$ cat config.mk
export PLATFORM = sky130hd
export DESIGN_NAME = cms_seq
export DESIGN_NICKNAME = d
export VERILOG_FILES = /design/src/logic/cms_pkg.sv /design/src/logic/cms_seq.sv
export SDC_FILE = /design/constraint.sdc
export NUM_CORES = 2
export LEC_CHECK = 0
export BUFFER_PORTS_ARGS = -buffer_cell sky130_fd_sc_hd__buf_2
export CAP_MARGIN = 10
export CORE_MARGIN = 10
export CORE_UTILIZATION = 50
export CTS_BUF_LIST = sky130_fd_sc_hd__clkbuf_16
export DETAILED_ROUTE_END_ITERATION = 16
export HOLD_SLACK_MARGIN = 0.02
export MAX_ROUTING_LAYER = met4
export PLACE_DENSITY_LB_ADDON = 0.15
export SLEW_MARGIN = 20
export SYNTH_ARGS = -nofsm -noshare
export SYNTH_HDL_FRONTEND = slang
export SYNTH_SLANG_ARGS = --single-unit
$ cat constraint.sdc
create_clock -name clk -period 67.9 [get_ports clk]
set_input_delay 13.58 -clock clk [delete_from_list [all_inputs] [get_ports clk]]
set_output_delay 13.58 -clock clk [all_outputs]
set_load 0.005 [all_outputs]
$ cat src/logic/cms_pkg.sv
package cms_pkg;

	// ------------------------------------------------------------
	// clock and timing
	// ------------------------------------------------------------
	localparam int CLK_HZ = 10_000_000;
	localparam int HOLD_TIME_NS = 3440;
	localparam int HOLD_CYC = (HOLD_TIME_NS * (CLK_HZ / 1_000_000) + 999) / 1000;
	localparam int IO_SD_DLY_MS = 57;
	localparam int IO_SD_DLY_CYC = IO_SD_DLY_MS * (CLK_HZ / 1000);
	localparam int DTEMP_PERIOD_US = 50;
	localparam int DTEMP_CYC = DTEMP_PERIOD_US * (CLK_HZ / 1_000_000);
	localparam int VCORE_PERIOD_US = 30;
	localparam int VCORE_CYC = VCORE_PERIOD_US * (CLK_HZ / 1_000_000);

	// ------------------------------------------------------------
	// channels
	// ------------------------------------------------------------
	localparam int NCH = 30;
	localparam int NCELL = 16;
	localparam int CH_AUX0 = 16;
	localparam int CH_MODULE = 24;
	localparam int CH_VCORE = 28;
	localparam int CH_DTEMP = 29;
	localparam int MAX_OVS_CODE = 5;

	// ------------------------------------------------------------
	// register byte offsets and reset values
	// ------------------------------------------------------------
	localparam logic [7:0] OFS_CMD = 8'h00;
	localparam logic [7:0] OFS_CELL_COUNT = 8'h04;
	localparam logic [7:0] OFS_CHAN_SEL = 8'h08;
	localparam logic [7:0] OFS_OVS_CFG = 8'h0C;
	localparam logic [7:0] OFS_PER_CELL = 8'h10;
	localparam logic [7:0] OFS_PER_AUX = 8'h14;
	localparam logic [7:0] OFS_PER_INT = 8'h18;
	localparam logic [7:0] OFS_OFF_CELL = 8'h1C;
	localparam logic [7:0] OFS_OFF_AUX = 8'h20;
	localparam logic [7:0] OFS_STATUS = 8'h24;
	localparam logic [7:0] OFS_SHUTDOWN_STATUS = 8'h28;
	localparam logic [7:0] OFS_RESULT0 = 8'h40;
	localparam logic [7:0] CELL_COUNT_RST = 8'h10;
	localparam logic [29:0] CHAN_SEL_RST = 30'h0000FFFF;
	localparam logic [15:0] PER_CELL_RST = 16'h0258;
	localparam logic [15:0] PER_AUX_RST = 16'h007E;
	localparam logic [15:0] PER_INT_RST = 16'h03E8;
	localparam logic [15:0] OVS_HPER_RST = 16'h007E;
	localparam logic [15:0] OVS_GPER_RST = 16'h007E;

	// ------------------------------------------------------------
	// types
	// ------------------------------------------------------------
	typedef enum logic [3:0] {
		SQ_IDLE = 4'b0001,
		SQ_ACQ = 4'b0010,
		SQ_HOLD = 4'b0100,
		SQ_STORE = 4'b1000
	} cms_seq_t;

	typedef enum logic [2:0] {
		PW_RUN = 3'b001,
		PW_HOLD = 3'b010,
		PW_SHDN = 3'b100
	} cms_pwr_t;

	typedef struct packed {
		logic cyc;
		logic stb;
		logic we;
		logic [7:0] adr;
		logic [3:0] sel;
		logic [31:0] dat;
	} cms_wb_req_t;

	typedef struct packed {
		logic wake_tone;
		logic por_ok;
		logic osc_stable;
		logic thermal_sd;
		logic io_ok;
	} cms_pins_t;

	typedef struct packed {
		cms_pins_t pin_s1;
		cms_pins_t pin_s2;
		cms_pwr_t pwr;
		logic [19:0] pwr_cnt;
		logic pd_pend;
		logic pd_flag;
		logic [7:0] cell_count;
		logic [29:0] chan_sel;
		logic [2:0] ovs_code;
		logic ovs_cycled;
		logic [15:0] ovs_hper;
		logic [15:0] ovs_gper;
		logic [15:0] per_cell;
		logic [15:0] per_aux;
		logic [15:0] per_int;
		logic [15:0] off_cell;
		logic [15:0] off_aux;
		cms_seq_t sq;
		logic [4:0] pos;
		logic [5:0] smp;
		logic [15:0] cnt;
		logic [29:0][18:0] acc;
		logic [29:0][15:0] res;
		logic busy;
		logic done;
		logic ack;
		logic [31:0] dat;
		logic [4:0] adc_ch;
		logic [4:0] fe_sel;
		logic hold;
		logic [15:0] comp_en;
		logic [15:0] fault_mask;
		logic pump_en;
		logic reg_en;
		logic core_rst;
	} cms_state_t;

endpackage : cms_pkg

$ cat src/logic/cms_seq.sv
// What this block does
// (RULE1) convert selected cells from the highest numbered down to the lowest
// (RULE2) each conversion is a 14-bit sample with a fixed 3.44 us hold
// (RULE3) a programmable sample interval precedes every conversion; fixed DTEMP_CYC for channel 29, VCORE_CYC for first sample of 28
// (RULE4) mux reaches 16 cells, module, temps, reference, pump rail, 8 aux, core
// (RULE5) single sampling or averaging in one of two modes chosen by one bit
// (RULE6) each channel has its own enable bit, limited by the cell count
// (RULE7) separate sample periods for cells, aux inputs and internal channels
// (RULE8) programmable correction added to cell and aux results
// (RULE9) cell count says how many cells are used, dropped from 16 downward
// (RULE10) cells above the count have faults masked and comparators off
// (RULE11) between sequences the front end rests on the cell count channel
// (RULE12) during measurement the front end addresses the sequencer's cell
// (RULE13) io supply missing holds reset, then shutdown after a delay
// (RULE14) wake from shutdown sets the power-down cause flag
// (RULE15) charge pump runs outside shutdown once oscillator and supplies are good
// (RULE16) charge pump starts ramping when a wake tone arrives
// (RULE17) regulator control is off in shutdown
// (RULE18) host must reset or cycle shutdown if core supply lost regulation
// (RULE19) seventeen sense inputs 0 to 16 bound at most 16 cells
// (RULE20) a command register write starts the measurement sequence
// (RULE21) averaging uses 2, 4, 8, 16 or 32 samples and outputs their mean
// (RULE22) cycled mode samples each channel once per pass, else all at once; the code samples channel 29 (CH_DTEMP) in the first pass only
// (RULE23) after the last channel, return to idle channel and flag done
//
// The Wishbone register port and the address map are this design's own decisions.
`timescale 1ns/100ps
module cms_seq
	import cms_pkg::*;
#(
	parameter logic [19:0] IO_SD_DLY = 20'(IO_SD_DLY_CYC)
) (
	input wire logic clk,
	input wire logic rst,
	input wire logic ce,
	input wire cms_wb_req_t wb_req,
	output logic wb_ack_o,
	output logic [31:0] wb_dat_o,
	input wire cms_pins_t pins,
	input wire logic [13:0] adc_data,
	output logic [4:0] adc_ch,
	output logic conv_hold,
	output logic [4:0] fe_cell_sel,
	output logic [15:0] ovuv_comp_en,
	output logic [15:0] ovuv_fault_mask,
	output logic pump_en,
	output logic reg_en,
	output logic core_rst
);

	// ------------------------------------------------------------
	// reset value of the whole state
	// ------------------------------------------------------------
	// supply good is the idle level, so release of reset is no false supply loss
	localparam cms_pins_t RST_PINS = '{io_ok: 1'b1, default: 1'b0};
	localparam cms_state_t RST_STATE = '{
		pin_s1: RST_PINS,
		pin_s2: RST_PINS,
		pwr: PW_RUN,
		sq: SQ_IDLE,
		cell_count: CELL_COUNT_RST,
		chan_sel: CHAN_SEL_RST,
		ovs_hper: OVS_HPER_RST,
		ovs_gper: OVS_GPER_RST,
		per_cell: PER_CELL_RST,
		per_aux: PER_AUX_RST,
		per_int: PER_INT_RST,
		fe_sel: CELL_COUNT_RST[4:0],
		comp_en: 16'hFFFF,
		reg_en: 1'b1,
		default: '0
	};

	cms_state_t r;
	cms_state_t n;
	logic [29:0] en_pos;
	logic [15:0] cmp_on;
	logic [31:0] rv;
	logic [31:0] wm;
	logic wr;
	logic start;
	logic [4:0] ch;
	logic [5:0] nxt;
	logic [5:0] rep;
	logic [5:0] fst;
	logic [2:0] code_eff;
	logic last;
	logic [20:0] scaled;
	logic [15:0] mean;
	logic [5:0] ridx;

	// ------------------------------------------------------------
	// helpers
	// ------------------------------------------------------------
	// (RULE1) cells walked from 16 down
	function automatic logic [4:0] pos2ch(input logic [4:0] p);
		pos2ch = (p < 5'(NCELL)) ? 5'(NCELL - 1) - p : p;
	endfunction : pos2ch

	function automatic logic [5:0] find_pos(input logic [29:0] en, input logic [5:0] from);
		find_pos = 6'h00;
		for (int i = NCH - 1; i >= 0; i--) begin
			if (en[i] && 6'(i) >= from) begin
				find_pos = {1'b1, 5'(i)};
			end
		end
	endfunction : find_pos

	function automatic logic [31:0] merge(input logic [31:0] old, input logic [31:0] d,
		input logic [3:0] s);
		for (int i = 0; i < 4; i++) begin
			merge[8*i +: 8] = s[i] ? d[8*i +: 8] : old[8*i +: 8];
		end
	endfunction : merge

	// (RULE7) period per input class and sample
	function automatic logic [15:0] period(input cms_state_t s, input logic [4:0] c,
		input logic first);
		if (c < 5'(CH_AUX0)) begin
			period = (first || s.ovs_cycled) ? s.per_cell : s.ovs_hper;
		end else if (c < 5'(CH_MODULE)) begin
			period = (first || s.ovs_cycled) ? s.per_aux : s.ovs_gper;
		end else if (c == 5'(CH_DTEMP)) begin
			period = 16'(DTEMP_CYC);
		end else if (c == 5'(CH_VCORE)) begin
			period = first ? 16'(VCORE_CYC) : s.ovs_gper;
		end else begin
			period = first ? s.per_int : s.ovs_hper;
		end
	endfunction : period

	// ------------------------------------------------------------
	// per channel enables
	// ------------------------------------------------------------
	for (genvar g = 0; g < NCH; g++) begin : g_pos
		localparam int CH = (g < NCELL) ? NCELL - 1 - g : g;
		// (RULE6) own bit gated by cell count
		assign en_pos[g] = r.chan_sel[CH] && (CH >= NCELL || 8'(CH) < r.cell_count);
	end

	for (genvar g = 0; g < NCELL; g++) begin : g_cmp
		// (RULE10) comparators off above count
		assign cmp_on[g] = 8'(g) < r.cell_count;
	end

	// ------------------------------------------------------------
	// register read view
	// ------------------------------------------------------------
	always_comb begin
		rv = 32'h0000_0000;
		ridx = wb_req.adr[7:2] - 6'h10;
		unique case (wb_req.adr)
			OFS_CELL_COUNT: rv = {24'h000000, r.cell_count};
			OFS_CHAN_SEL: rv = {2'b00, r.chan_sel};
			OFS_OVS_CFG: rv = {r.ovs_gper[7:0], r.ovs_hper[7:0], 12'h000, r.ovs_cycled,
				r.ovs_code};
			OFS_PER_CELL: rv = {16'h0000, r.per_cell};
			OFS_PER_AUX: rv = {16'h0000, r.per_aux};
			OFS_PER_INT: rv = {16'h0000, r.per_int};
			OFS_OFF_CELL: rv = {16'h0000, r.off_cell};
			OFS_OFF_AUX: rv = {16'h0000, r.off_aux};
			OFS_STATUS: rv = {26'h0000000, r.core_rst, r.reg_en, r.pump_en,
				r.pwr == PW_SHDN, r.done, r.busy};
			OFS_SHUTDOWN_STATUS: rv = {31'h00000000, r.pd_flag};
			default: begin
				if (wb_req.adr >= OFS_RESULT0 && ridx < 6'(NCH)) begin
					rv = {16'h0000, r.res[ridx[4:0]]};
				end
			end
		endcase
	end

	// ------------------------------------------------------------
	// next state
	// ------------------------------------------------------------
	always_comb begin
		n = r;
		n.pin_s1 = pins;
		n.pin_s2 = r.pin_s1;
		// answer one cycle after the request, take write on the ack edge
		n.ack = wb_req.cyc && wb_req.stb && !r.ack;
		n.dat = n.ack ? rv : 32'h0000_0000;
		wr = wb_req.cyc && wb_req.stb && wb_req.we && r.ack;
		wm = merge(rv, wb_req.dat, wb_req.sel);
		start = 1'b0;
		ch = pos2ch(r.pos);
		code_eff = (ch == 5'(CH_DTEMP)) ? 3'h0 : r.ovs_code;
		// (RULE21) sample count 1 to 32
		last = r.smp == 6'((1 << code_eff) - 1);
		// (RULE21) mean keeps two extra bits
		scaled = {r.acc[ch], 2'b00} >> code_eff;
		mean = scaled[15:0];
		// (RULE8) correction on cell and aux results
		if (ch < 5'(CH_AUX0)) begin
			mean = mean + r.off_cell;
		end else if (ch < 5'(CH_MODULE)) begin
			mean = mean + r.off_aux;
		end
		nxt = find_pos(en_pos, 6'(r.pos) + 6'h01);
		rep = find_pos({1'b0, en_pos[28:0]}, 6'h00);
		fst = find_pos(en_pos, 6'h00);

		if (wr) begin
			unique case (wb_req.adr)
				// (RULE20) command write starts sequence
				OFS_CMD: start = wb_req.sel[0] && wb_req.dat[0];
				OFS_CELL_COUNT: begin
					// (RULE19) at most 16 cells on inputs 0 to 16
					n.cell_count = (wm[7:0] > 8'(NCELL)) ? 8'(NCELL) : wm[7:0];
				end
				OFS_CHAN_SEL: n.chan_sel = wm[29:0];
				OFS_OVS_CFG: begin
					n.ovs_code = (wm[2:0] > 3'(MAX_OVS_CODE)) ? 3'(MAX_OVS_CODE) : wm[2:0];
					// (RULE5) averaging mode select
					n.ovs_cycled = wm[3];
					n.ovs_hper = {8'h00, wm[23:16]};
					n.ovs_gper = {8'h00, wm[31:24]};
				end
				OFS_PER_CELL: n.per_cell = wm[15:0];
				OFS_PER_AUX: n.per_aux = wm[15:0];
				OFS_PER_INT: n.per_int = wm[15:0];
				OFS_OFF_CELL: n.off_cell = wm[15:0];
				OFS_OFF_AUX: n.off_aux = wm[15:0];
				OFS_STATUS: n.done = r.done && !(wb_req.sel[0] && wb_req.dat[1]);
				OFS_SHUTDOWN_STATUS: n.pd_flag = r.pd_flag && !(wb_req.sel[0] && wb_req.dat[0]);
				default: ;
			endcase
		end

		// ------------------------------------------------------------
		// sequencer
		// ------------------------------------------------------------
		unique case (r.sq)
			SQ_IDLE: begin
				if (start && !r.busy) begin
					n.acc = '0;
					n.smp = 6'h00;
					if (!fst[5]) begin
						n.done = 1'b1;
					end else begin
						n.pos = fst[4:0];
						n.busy = 1'b1;
						n.sq = SQ_ACQ;
						n.cnt = period(r, pos2ch(n.pos), 1'b1);
					end
				end
			end
			SQ_ACQ: begin
				// (RULE3) settling interval before hold
				n.cnt = r.cnt - 16'h0001;
				if (r.cnt <= 16'h0001) begin
					n.sq = SQ_HOLD;
					// (RULE2) fixed hold time
					n.cnt = 16'(HOLD_CYC);
				end
			end
			SQ_HOLD: begin
				n.cnt = r.cnt - 16'h0001;
				if (r.cnt == 16'h0001) begin
					n.acc[ch] = r.acc[ch] + 19'(adc_data);
					n.sq = SQ_STORE;
				end
			end
			SQ_STORE: begin
				n.sq = SQ_ACQ;
				if (!r.ovs_cycled) begin
					// (RULE22) all samples of one channel first
					if (!last) begin
						n.smp = r.smp + 6'h01;
						n.cnt = period(r, ch, 1'b0);
					end else begin
						n.res[ch] = mean;
						n.smp = 6'h00;
						n.pos = nxt[4:0];
						n.cnt = period(r, pos2ch(nxt[4:0]), 1'b1);
						if (!nxt[5]) begin
							n.sq = SQ_IDLE;
						end
					end
				end else begin
					// (RULE22) one sample per channel per pass, CH_DTEMP in the first pass only
					if (last || ch == 5'(CH_DTEMP)) begin
						n.res[ch] = mean;
					end
					if (nxt[5] && !(r.smp != 6'h00 && nxt[4:0] == 5'(CH_DTEMP))) begin
						n.pos = nxt[4:0];
						n.cnt = period(r, pos2ch(nxt[4:0]), r.smp == 6'h00);
					end else if (r.smp != 6'((1 << r.ovs_code) - 1) && rep[5]) begin
						n.smp = r.smp + 6'h01;
						n.pos = rep[4:0];
						n.cnt = period(r, pos2ch(rep[4:0]), 1'b0);
					end else begin
						n.sq = SQ_IDLE;
					end
				end
				if (n.sq == SQ_IDLE) begin
					// (RULE23) sequence complete
					n.busy = 1'b0;
					n.done = 1'b1;
				end
			end
		endcase

		// ------------------------------------------------------------
		// power states
		// ------------------------------------------------------------
		unique case (r.pwr)
			PW_RUN: begin
				if (r.pin_s2.thermal_sd) begin
					n.pwr = PW_SHDN;
					n.pd_pend = 1'b1;
				end else if (!r.pin_s2.io_ok) begin
					n.pwr = PW_HOLD;
					n.pwr_cnt = 20'h00000;
				end
			end
			PW_HOLD: begin
				// (RULE13) held in reset, shutdown after delay
				n.pwr_cnt = r.pwr_cnt + 20'h00001;
				if (r.pin_s2.io_ok) begin
					n.pwr = PW_RUN;
				end else if (r.pwr_cnt >= IO_SD_DLY - 20'h00001) begin
					n.pwr = PW_SHDN;
					n.pd_pend = 1'b1;
				end
			end
			PW_SHDN: begin
				if (r.pin_s2.wake_tone && r.pin_s2.io_ok && !r.pin_s2.thermal_sd) begin
					n.pwr = PW_RUN;
					// (RULE14) cause flag on wake, set beats clear
					n.pd_flag = n.pd_flag || r.pd_pend;
					n.pd_pend = 1'b0;
				end
			end
		endcase

		// (RULE13) internal reset while supply is not good
		if (n.pwr != PW_RUN) begin
			n.cell_count = RST_STATE.cell_count;
			n.chan_sel = RST_STATE.chan_sel;
			n.sq = SQ_IDLE;
			n.busy = 1'b0;
			n.done = 1'b0;
			n.acc = '0;
		end
		n.core_rst = n.pwr != PW_RUN;
		// (RULE17) regulator off in shutdown
		n.reg_en = n.pwr != PW_SHDN;
		// (RULE15) pump needs oscillator and supplies; (RULE16) wake tone starts it
		n.pump_en = r.pin_s2.osc_stable && r.pin_s2.por_ok &&
			(n.pwr != PW_SHDN || r.pin_s2.wake_tone);

		// (RULE4) converter source is the channel index
		n.adc_ch = (n.sq == SQ_IDLE) ? 5'(n.cell_count - 8'h01) : pos2ch(n.pos);
		n.hold = n.sq == SQ_HOLD;
		// (RULE11) idle and non-cell channels rest on cell count; (RULE12) measured cell otherwise
		if (n.sq == SQ_IDLE || pos2ch(n.pos) >= 5'(NCELL)) begin
			n.fe_sel = n.cell_count[4:0];
		end else begin
			n.fe_sel = pos2ch(n.pos) + 5'h01;
		end
		// (RULE9) (RULE10) cells above count off
		n.comp_en = (n.pwr == PW_RUN) ? cmp_on : 16'h0000;
		n.fault_mask = ~n.comp_en;
	end

	// ------------------------------------------------------------
	// state register
	// ------------------------------------------------------------
	always_ff @(posedge clk or posedge rst) begin
		if (rst) begin
			r <= RST_STATE;
		end else if (ce) begin
			r <= n;
		end
	end

	assign wb_ack_o = r.ack;
	assign wb_dat_o = r.dat;
	assign adc_ch = r.adc_ch;
	assign conv_hold = r.hold;
	assign fe_cell_sel = r.fe_sel;
	assign ovuv_comp_en = r.comp_en;
	assign ovuv_fault_mask = r.fault_mask;
	assign pump_en = r.pump_en;
	assign reg_en = r.reg_en;
	assign core_rst = r.core_rst;

endmodule : cms_seq

# After elaboration in Yosys (flattened, before gate mapping)

Index checks and enable logic that the tools add are counted.

Input bits: 69
Flip-flop bits (word level): 1335
Word-level logic and storage cells: 546
Output and inout bits: 79

Reduce and logical (&&, ||, !) cells: 99
$lt $le $gt $ge: 69
Eq/ne operators: 51
Add/subtract/negate cells: 17
Shift operators: 3
Bitwise operators: 1
Multiplexer cells: 205

Operators by type and width:

| cell               | count |
|---|---|
| $mux 480           | 3 |
| $mux 570           | 2 |
| $pmux 570 s2       | 1 |
| $mux 601           | 1 |
| $bwmux 570         | 1 |
| $mux 6             | 90 |
| $mux 16            | 32 |
| $bwmux 480         | 1 |
| $pmux 32 s10       | 1 |
| $mux 155           | 1 |
| $bmux 19 s5        | 1 |
| $demux 19 s5       | 1 |
| $ge 5x6->1 const A | 14 |
| $bmux 16 s5        | 1 |
| $demux 16 s5       | 1 |
| $lt 5x5->1 const B | 13 |
| $logic_and 1x1->1  | 64 |
| $lt 4x8->1 const A | 8 |
| $mux 8             | 8 |
| $pmux 16 s4        | 1 |
| $mux 31            | 2 |
| $mux 9             | 6 |
| $ge 4x6->1 const A | 8 |
| $eq 5x5->1 const B | 9 |
| other kinds (78)   | 175 |

# Depth between registers and ports, before layout

Depth after elaboration: 49
Gate-level depth with buffers: 34
Gate-level depth less buffers: 27

# Least setup slack after synthesis

Ideal clock, no wire load.

Path type: input port to flip-flop
Start: input port wb_req[39] in the netlist's numbering
End: register r[1175] in the netlist's numbering
Library setup time: 0.125 ns
Arrival: 17.435 ns
Cell stages on the path: 16
Setup slack: 50.340 ns
Buffers on the path: 9
Data required time: 67.775 ns
Path through: buf_2 buf_1 buf_2 buf_1 buf_2 buf_2 buf_2 buf_1 clkbuf_1 mux4_2 a21oi_1 o211ai_1 o211ai_1 nand3_1 mux2_2 mux2_2

Longest elaborated chain between the ends: 6
Elaborated cells on any way between the ends: 20
Classes of those cells: 1 x add/sub; 2 x order compare; 10 x eq/ne; 5 x mux; 2 x reduce/logical

RTL lines:

| item                                                               | RTL line                       | source |
|---|---|---|
| from (decl)                                                        | cms_seq.sv:36                  | `input wire cms_wb_req_t wb_req,` |
| $sub 6x5->6                                                        | cms_seq.sv:151                 | `ridx = wb_req.adr[7:2] - 6'h10;` |
| $bmux 16 s5 or $lt 6x5->1 (tied branches)                          | cms_seq.sv:167, cms_seq.sv:166 |  |
| $mux 16 (implied by the code) or $logic_and 1x1->1 (tied branches) | cms_seq.sv:167, cms_seq.sv:166 |  |
| $mux 16                                                            | cms_seq.sv:166                 | `if (wb_req.adr >= OFS_RESULT0 && ridx < 6'(NCH)) begin` |
| $pmux 32 s10                                                       | cms_seq.sv:152                 | `unique case (wb_req.adr)` |
| $mux 8                                                             | cms_seq.sv:112                 | `merge[8*i +: 8] = s[i] ? d[8*i +: 8] : old[8*i +: 8];` |
| to (signal assigned)                                               | cms_seq.sv:374                 | `r <= n;` |
| to (decl)                                                          | cms_seq.sv:74                  | `cms_state_t r;` |

Several ways; a longest one is shown, not always the timed one. The select of a mux whose other input is x is not followed.
A chain may end at the register's enable or synchronous reset.

# Worst setup path after layout

Start: input port wb_req[42] in the netlist's numbering
End: register r[915] in the netlist's numbering

Longest elaborated chain between the ends: 6

RTL lines:

| item                       | RTL line       | source |
|---|---|---|
| $logic_not 8->1            | cms_seq.sv:204 | `unique case (wb_req.adr)` |
| $mux 1                     | cms_seq.sv:204 |  |
| $mux 1                     | cms_seq.sv:203 | `if (wr) begin` |
| $logic_and 1x1->1          | cms_seq.sv:235 | `if (start && !r.busy) begin` |
| $ne 3x3->1 (no line)       | n/a            |  |
| $reduce_and 4->1 (no line) | n/a            |  |

No other way between the ends.

==> results.md <==
- The run finished with clean final reports.
- The total congestion overflow after global routing is 0.
- The clock latency on the worst-skew pair is between 0.8 and 0.9 ns.
- The worst setup path is of the input pin to flip-flop kind.
- The design area is approximately 76000 µm².
- Summing all placed instances gives a cell area of between 70000 and 80000 µm².
- STA classifies the critical path endpoint as a flip-flop.
- After technology mapping, the gate count stands at between 5000 and 6000.
- The switching part of the total is between 30% and 40%.
- In the synthesized netlist the async set-or-reset flop fraction comes to 100%.
- The remaining antenna violation count is 0.
- The leakage power total is 34.1 nW.
- The number of levels in the clock H-tree is 4.
- The maximum clock path buffer count is 3.
- The tree is rooted in a sky130_fd_sc_hd__clkbuf_16.
- The flip-flop cell with the highest count after synthesis is sky130_fd_sc_hd__dfrtp_1.
- The filler-free cell count of the finished design is between 7000 and 8000.
- The area of combinational cells with multiple inputs is approximately 32000 µm².
- The worst endpoint data arrival time is approximately 19 ns.
- Setup repair after global routing left no endpoint under its margin.
- The path type of the worst min-delay path is flip-flop to flip-flop.
- Counting distinct cell types in the post-synthesis netlist gives 93.
- The proportion of power drawn by combinational gates is around 17%.
- Of the available clock period, the critical path in the final layout requires a little over a quarter.
- The number of core rows is ~140.
- The area enclosed by the die boundary is 151000 µm².
- The global-route total usage across every layer is between 20% and 30%.
- The number of instances resized during post-cts repair is 0.
- The first global-routing pass estimated 330000 µm of wire.
- The final sum of negative setup slack is 0 ns.
- The normalized max-slew margin is between 20 and 25%.
- The number of placed cells counting well taps is 7391.
- The number of max-slew violations in the final report is 0.
- At the pin with the least slew margin, the transition time is approximately 1.2 ns.
- The initial antenna violation count is 2.
- Entering global routing, the biggest net connects 181 pins.
- When the netlist entered floorplanning its net count stood at 5953.
- CTS saw 1335 sinks.
- The total internal power is about 0.0014 W.
- The count of input and output buffers is between 100 and 150.
- The leading cell type in the layout, fill and taps excluded is sky130_fd_sc_hd__dfrtp_1.
- Once the floorplan was initialized, standard cells occupied about half of the core.
- From synthesis to final layout, the design area changed by 11.2%.
- The total area inside the core boundary comes to roughly 140000 µm².
- The die height is about 400 µm.
- The first TritonRoute pass finished after 7 iterations.
- For this block, the initial DRC count from the detailed router was 5183.
- After filler insertion, the fill cell instance count of the layout stands at between 10000 and 15000.
- A synthesized cell averages 11.7 µm².
- The total number of vias is 50100.
- The largest driver fanout on the critical path is 32.
- The clock network power share is a little over two fifths.
- The number of synthesized flops with an enable pin is 0.
- The TritonCTS clock tree is yes.
- The number of endpoints failing setup at the final stage is 0.
- In the routed design, unresolved DRC markers number 0.
- The number of setup buffers added after CTS is 0.
- Synthesis inferred between 1000 and 1500 register bits.
- The congestion estimate from routability-driven global placement came to 0.974.
- Leaving out fill and tap cells, the most frequent cells in the layout are 1267 x sky130_fd_sc_hd__dfrtp_1, 549 x sky130_fd_sc_hd__a22o_1, 525 x sky130_fd_sc_hd__mux2_2, 403 x sky130_fd_sc_hd__nand2_1, 370 x sky130_fd_sc_hd__nor2_1.
- In the final layout, the share of cells above drive strength 1 is between 20% and 30%.
- The per-cell via count in the routed design is between 6 and 7.
- The number of max-cap violations is 0.
- Across the whole layout, storage elements account for roughly 33000 µm².
- The combined area of all synthesized cells is 67900 µm².
- The number of diodes added for antenna fixing is 0.
- The worst-case IR drop observed on VDD is ~0.022 mV.
- Summed over all nets, the switching power comes to 0.000602 W.
- The sequential share of the synthesized area is 49.3%.
- After the last flow step, the layout net total stands at slightly below 6000.
- The clock edge transition at the registers on the reported setup and hold paths is roughly 0.06 ns.
- The number of placed I/O pins is roughly 150.
- Sequential cells account for 41.9% of the total power.
- The post-layout utilization of the core is between 50% and 60%.
- The worst setup path is launched from an input pin.
- The areal power density over the cells is 26.0 nW/µm².
- Timing would allow up to 54.3 MHz.
- Summed over all nets, the half-perimeter wirelength after detailed placement is around 150000 µm.
- STA puts the critical path data required time at a little under 70 ns.
- The Yosys step of the flow raised 0 warnings.
- In the final routed layout, each cell accounts on average for ~28 µm.
- Measured along the x axis, the die boundary spans 389 µm.
- The final count of hold timing violations is 0.
- The via count of the first global-routing pass was approximately 50000.
- Across the routed clock network, the largest skew measured is ~0.036 ns.
- The overall routed net length is between 200000 and 250000 µm.
- The final critical delay including setup and external delays is approximately 18 ns.
- The count of hold buffers inserted by post-cts repair is 0.
- The total clock buffers created by CTS is roughly 150.
[power groups by stage]
stage	registers, W	logic (W)	clock network, W
after floorplan	0.000831	0.000206	0
after global placement	0.000838	0.000319	0
after detailed placement	0.000838	0.000320	0
after CTS	0.000824	0.000321	0.000831
after global routing	0.000825	0.000345	0.000862
final	0.000824	0.000324	0.000818
[path summary, 6_finish.rpt]
kind,start,endpoint,slack (ns),cells after the start
min,ovuv_fault_mask[0],ovuv_fault_mask[0],0.47,1
min in group asynchronous,rst,n[1342],12.97,2
max in group asynchronous,rst,r[333],51.00,6
min reg2reg,ovuv_fault_mask[0],ovuv_fault_mask[0],0.47,1
max reg2reg,r[1157],r[256],58.40,26
max,wb_req[42],r[915],49.49,16
[synthesized netlist by cell type (all sizes together), types with 34 or more instances]
cell / n / area [µm²]
nor2: 389 / 1460
dfstp: 67 / 1760
a211oi: 46 / 345
buf: 170 / 1020
o211ai: 46 / 345
mux4: 283 / 6370
o21ai: 308 / 1550
a21oi: 314 / 1570
mux2: 529 / 5960
xnor2: 51 / 447
xor2: 34 / 298
ha: 68 / 851
inv: 78 / 293
nand3: 80 / 400
clkbuf: 370 / 1390
dfrtp: 1268 / 31700
mux2i: 104 / 1040
nand2: 404 / 1520
a22o: 549 / 4810
nor3: 94 / 470
[per-stage QoR]
step	total power, W	worst slack, ns	hold WS [ns]
floorplan	0.00104	16.80	0.445
global placement	0.00116	48.98	0.458
detailed placement	0.00116	48.91	0.465
CTS	0.00198	49.74	0.478
global route	0.00203	49.29	0.484
finish	0.00197	49.49	0.470
[critical path, cell delays in order]
cell and delay (ns):
sky130_fd_sc_hd__buf_2 0.20, sky130_fd_sc_hd__inv_1 0.08, sky130_fd_sc_hd__buf_4 0.26, sky130_fd_sc_hd__ha_1 0.53, sky130_fd_sc_hd__nor3b_1 0.89, sky130_fd_sc_hd__nand3_1 0.16, sky130_fd_sc_hd__nor3_1 0.67, sky130_fd_sc_hd__nor2_1 0.13
sky130_fd_sc_hd__a211oi_1 0.33, sky130_fd_sc_hd__nor2_1 0.15, sky130_fd_sc_hd__nor2_2 0.11, sky130_fd_sc_hd__buf_4 0.36, sky130_fd_sc_hd__nand2_1 0.09, sky130_fd_sc_hd__buf_4 0.33, sky130_fd_sc_hd__nor2_1 0.96, sky130_fd_sc_hd__a22o_1 0.24
[sequential cells by signal, indices dropped and copies added, names as in the netlist, 5 cells and up]
register and flops:
adc_ch 5, en_pos 14, fe_cell_sel 5, n 5, ovuv_comp_en 16, ovuv_fault_mask 16
r 1237, wb_dat_o 32
[logic make-up (layout without fill, tap and decap cells)]
family,Yosys count,in the layout,share of synthesized area (%)
AOI/OAI and AO/OA,1592,1592,16.7
muxes,916,916,19.7
DFF,1335,1335,49.3
adders and majority gates,71,71,1.34
xor gates and xnor gates,85,85,1.10
buffers and inverters,621,689,3.99
and+or+nand+nor,1193,1193,7.90
[cell type report]
type                    count  share of cell area [%]
well taps                1781                    2.95
multi-input cells        3857                    42.9
flip-flops and latches   1335                    44.3
repair buffers            338                    2.98
clock inverters           122                    1.58
clock buffers             148                    4.90
inverters                  81                   0.412
[metal layers]
metal | global-route usage [%] | share of wire, %
met5 | - | 0
met4 | 13.0 | 5.0
met3 | 5.17 | 6.8
met2 | 44.0 | 46
met1 | 38.8 | 43
(Power assumes the default switching activity.)
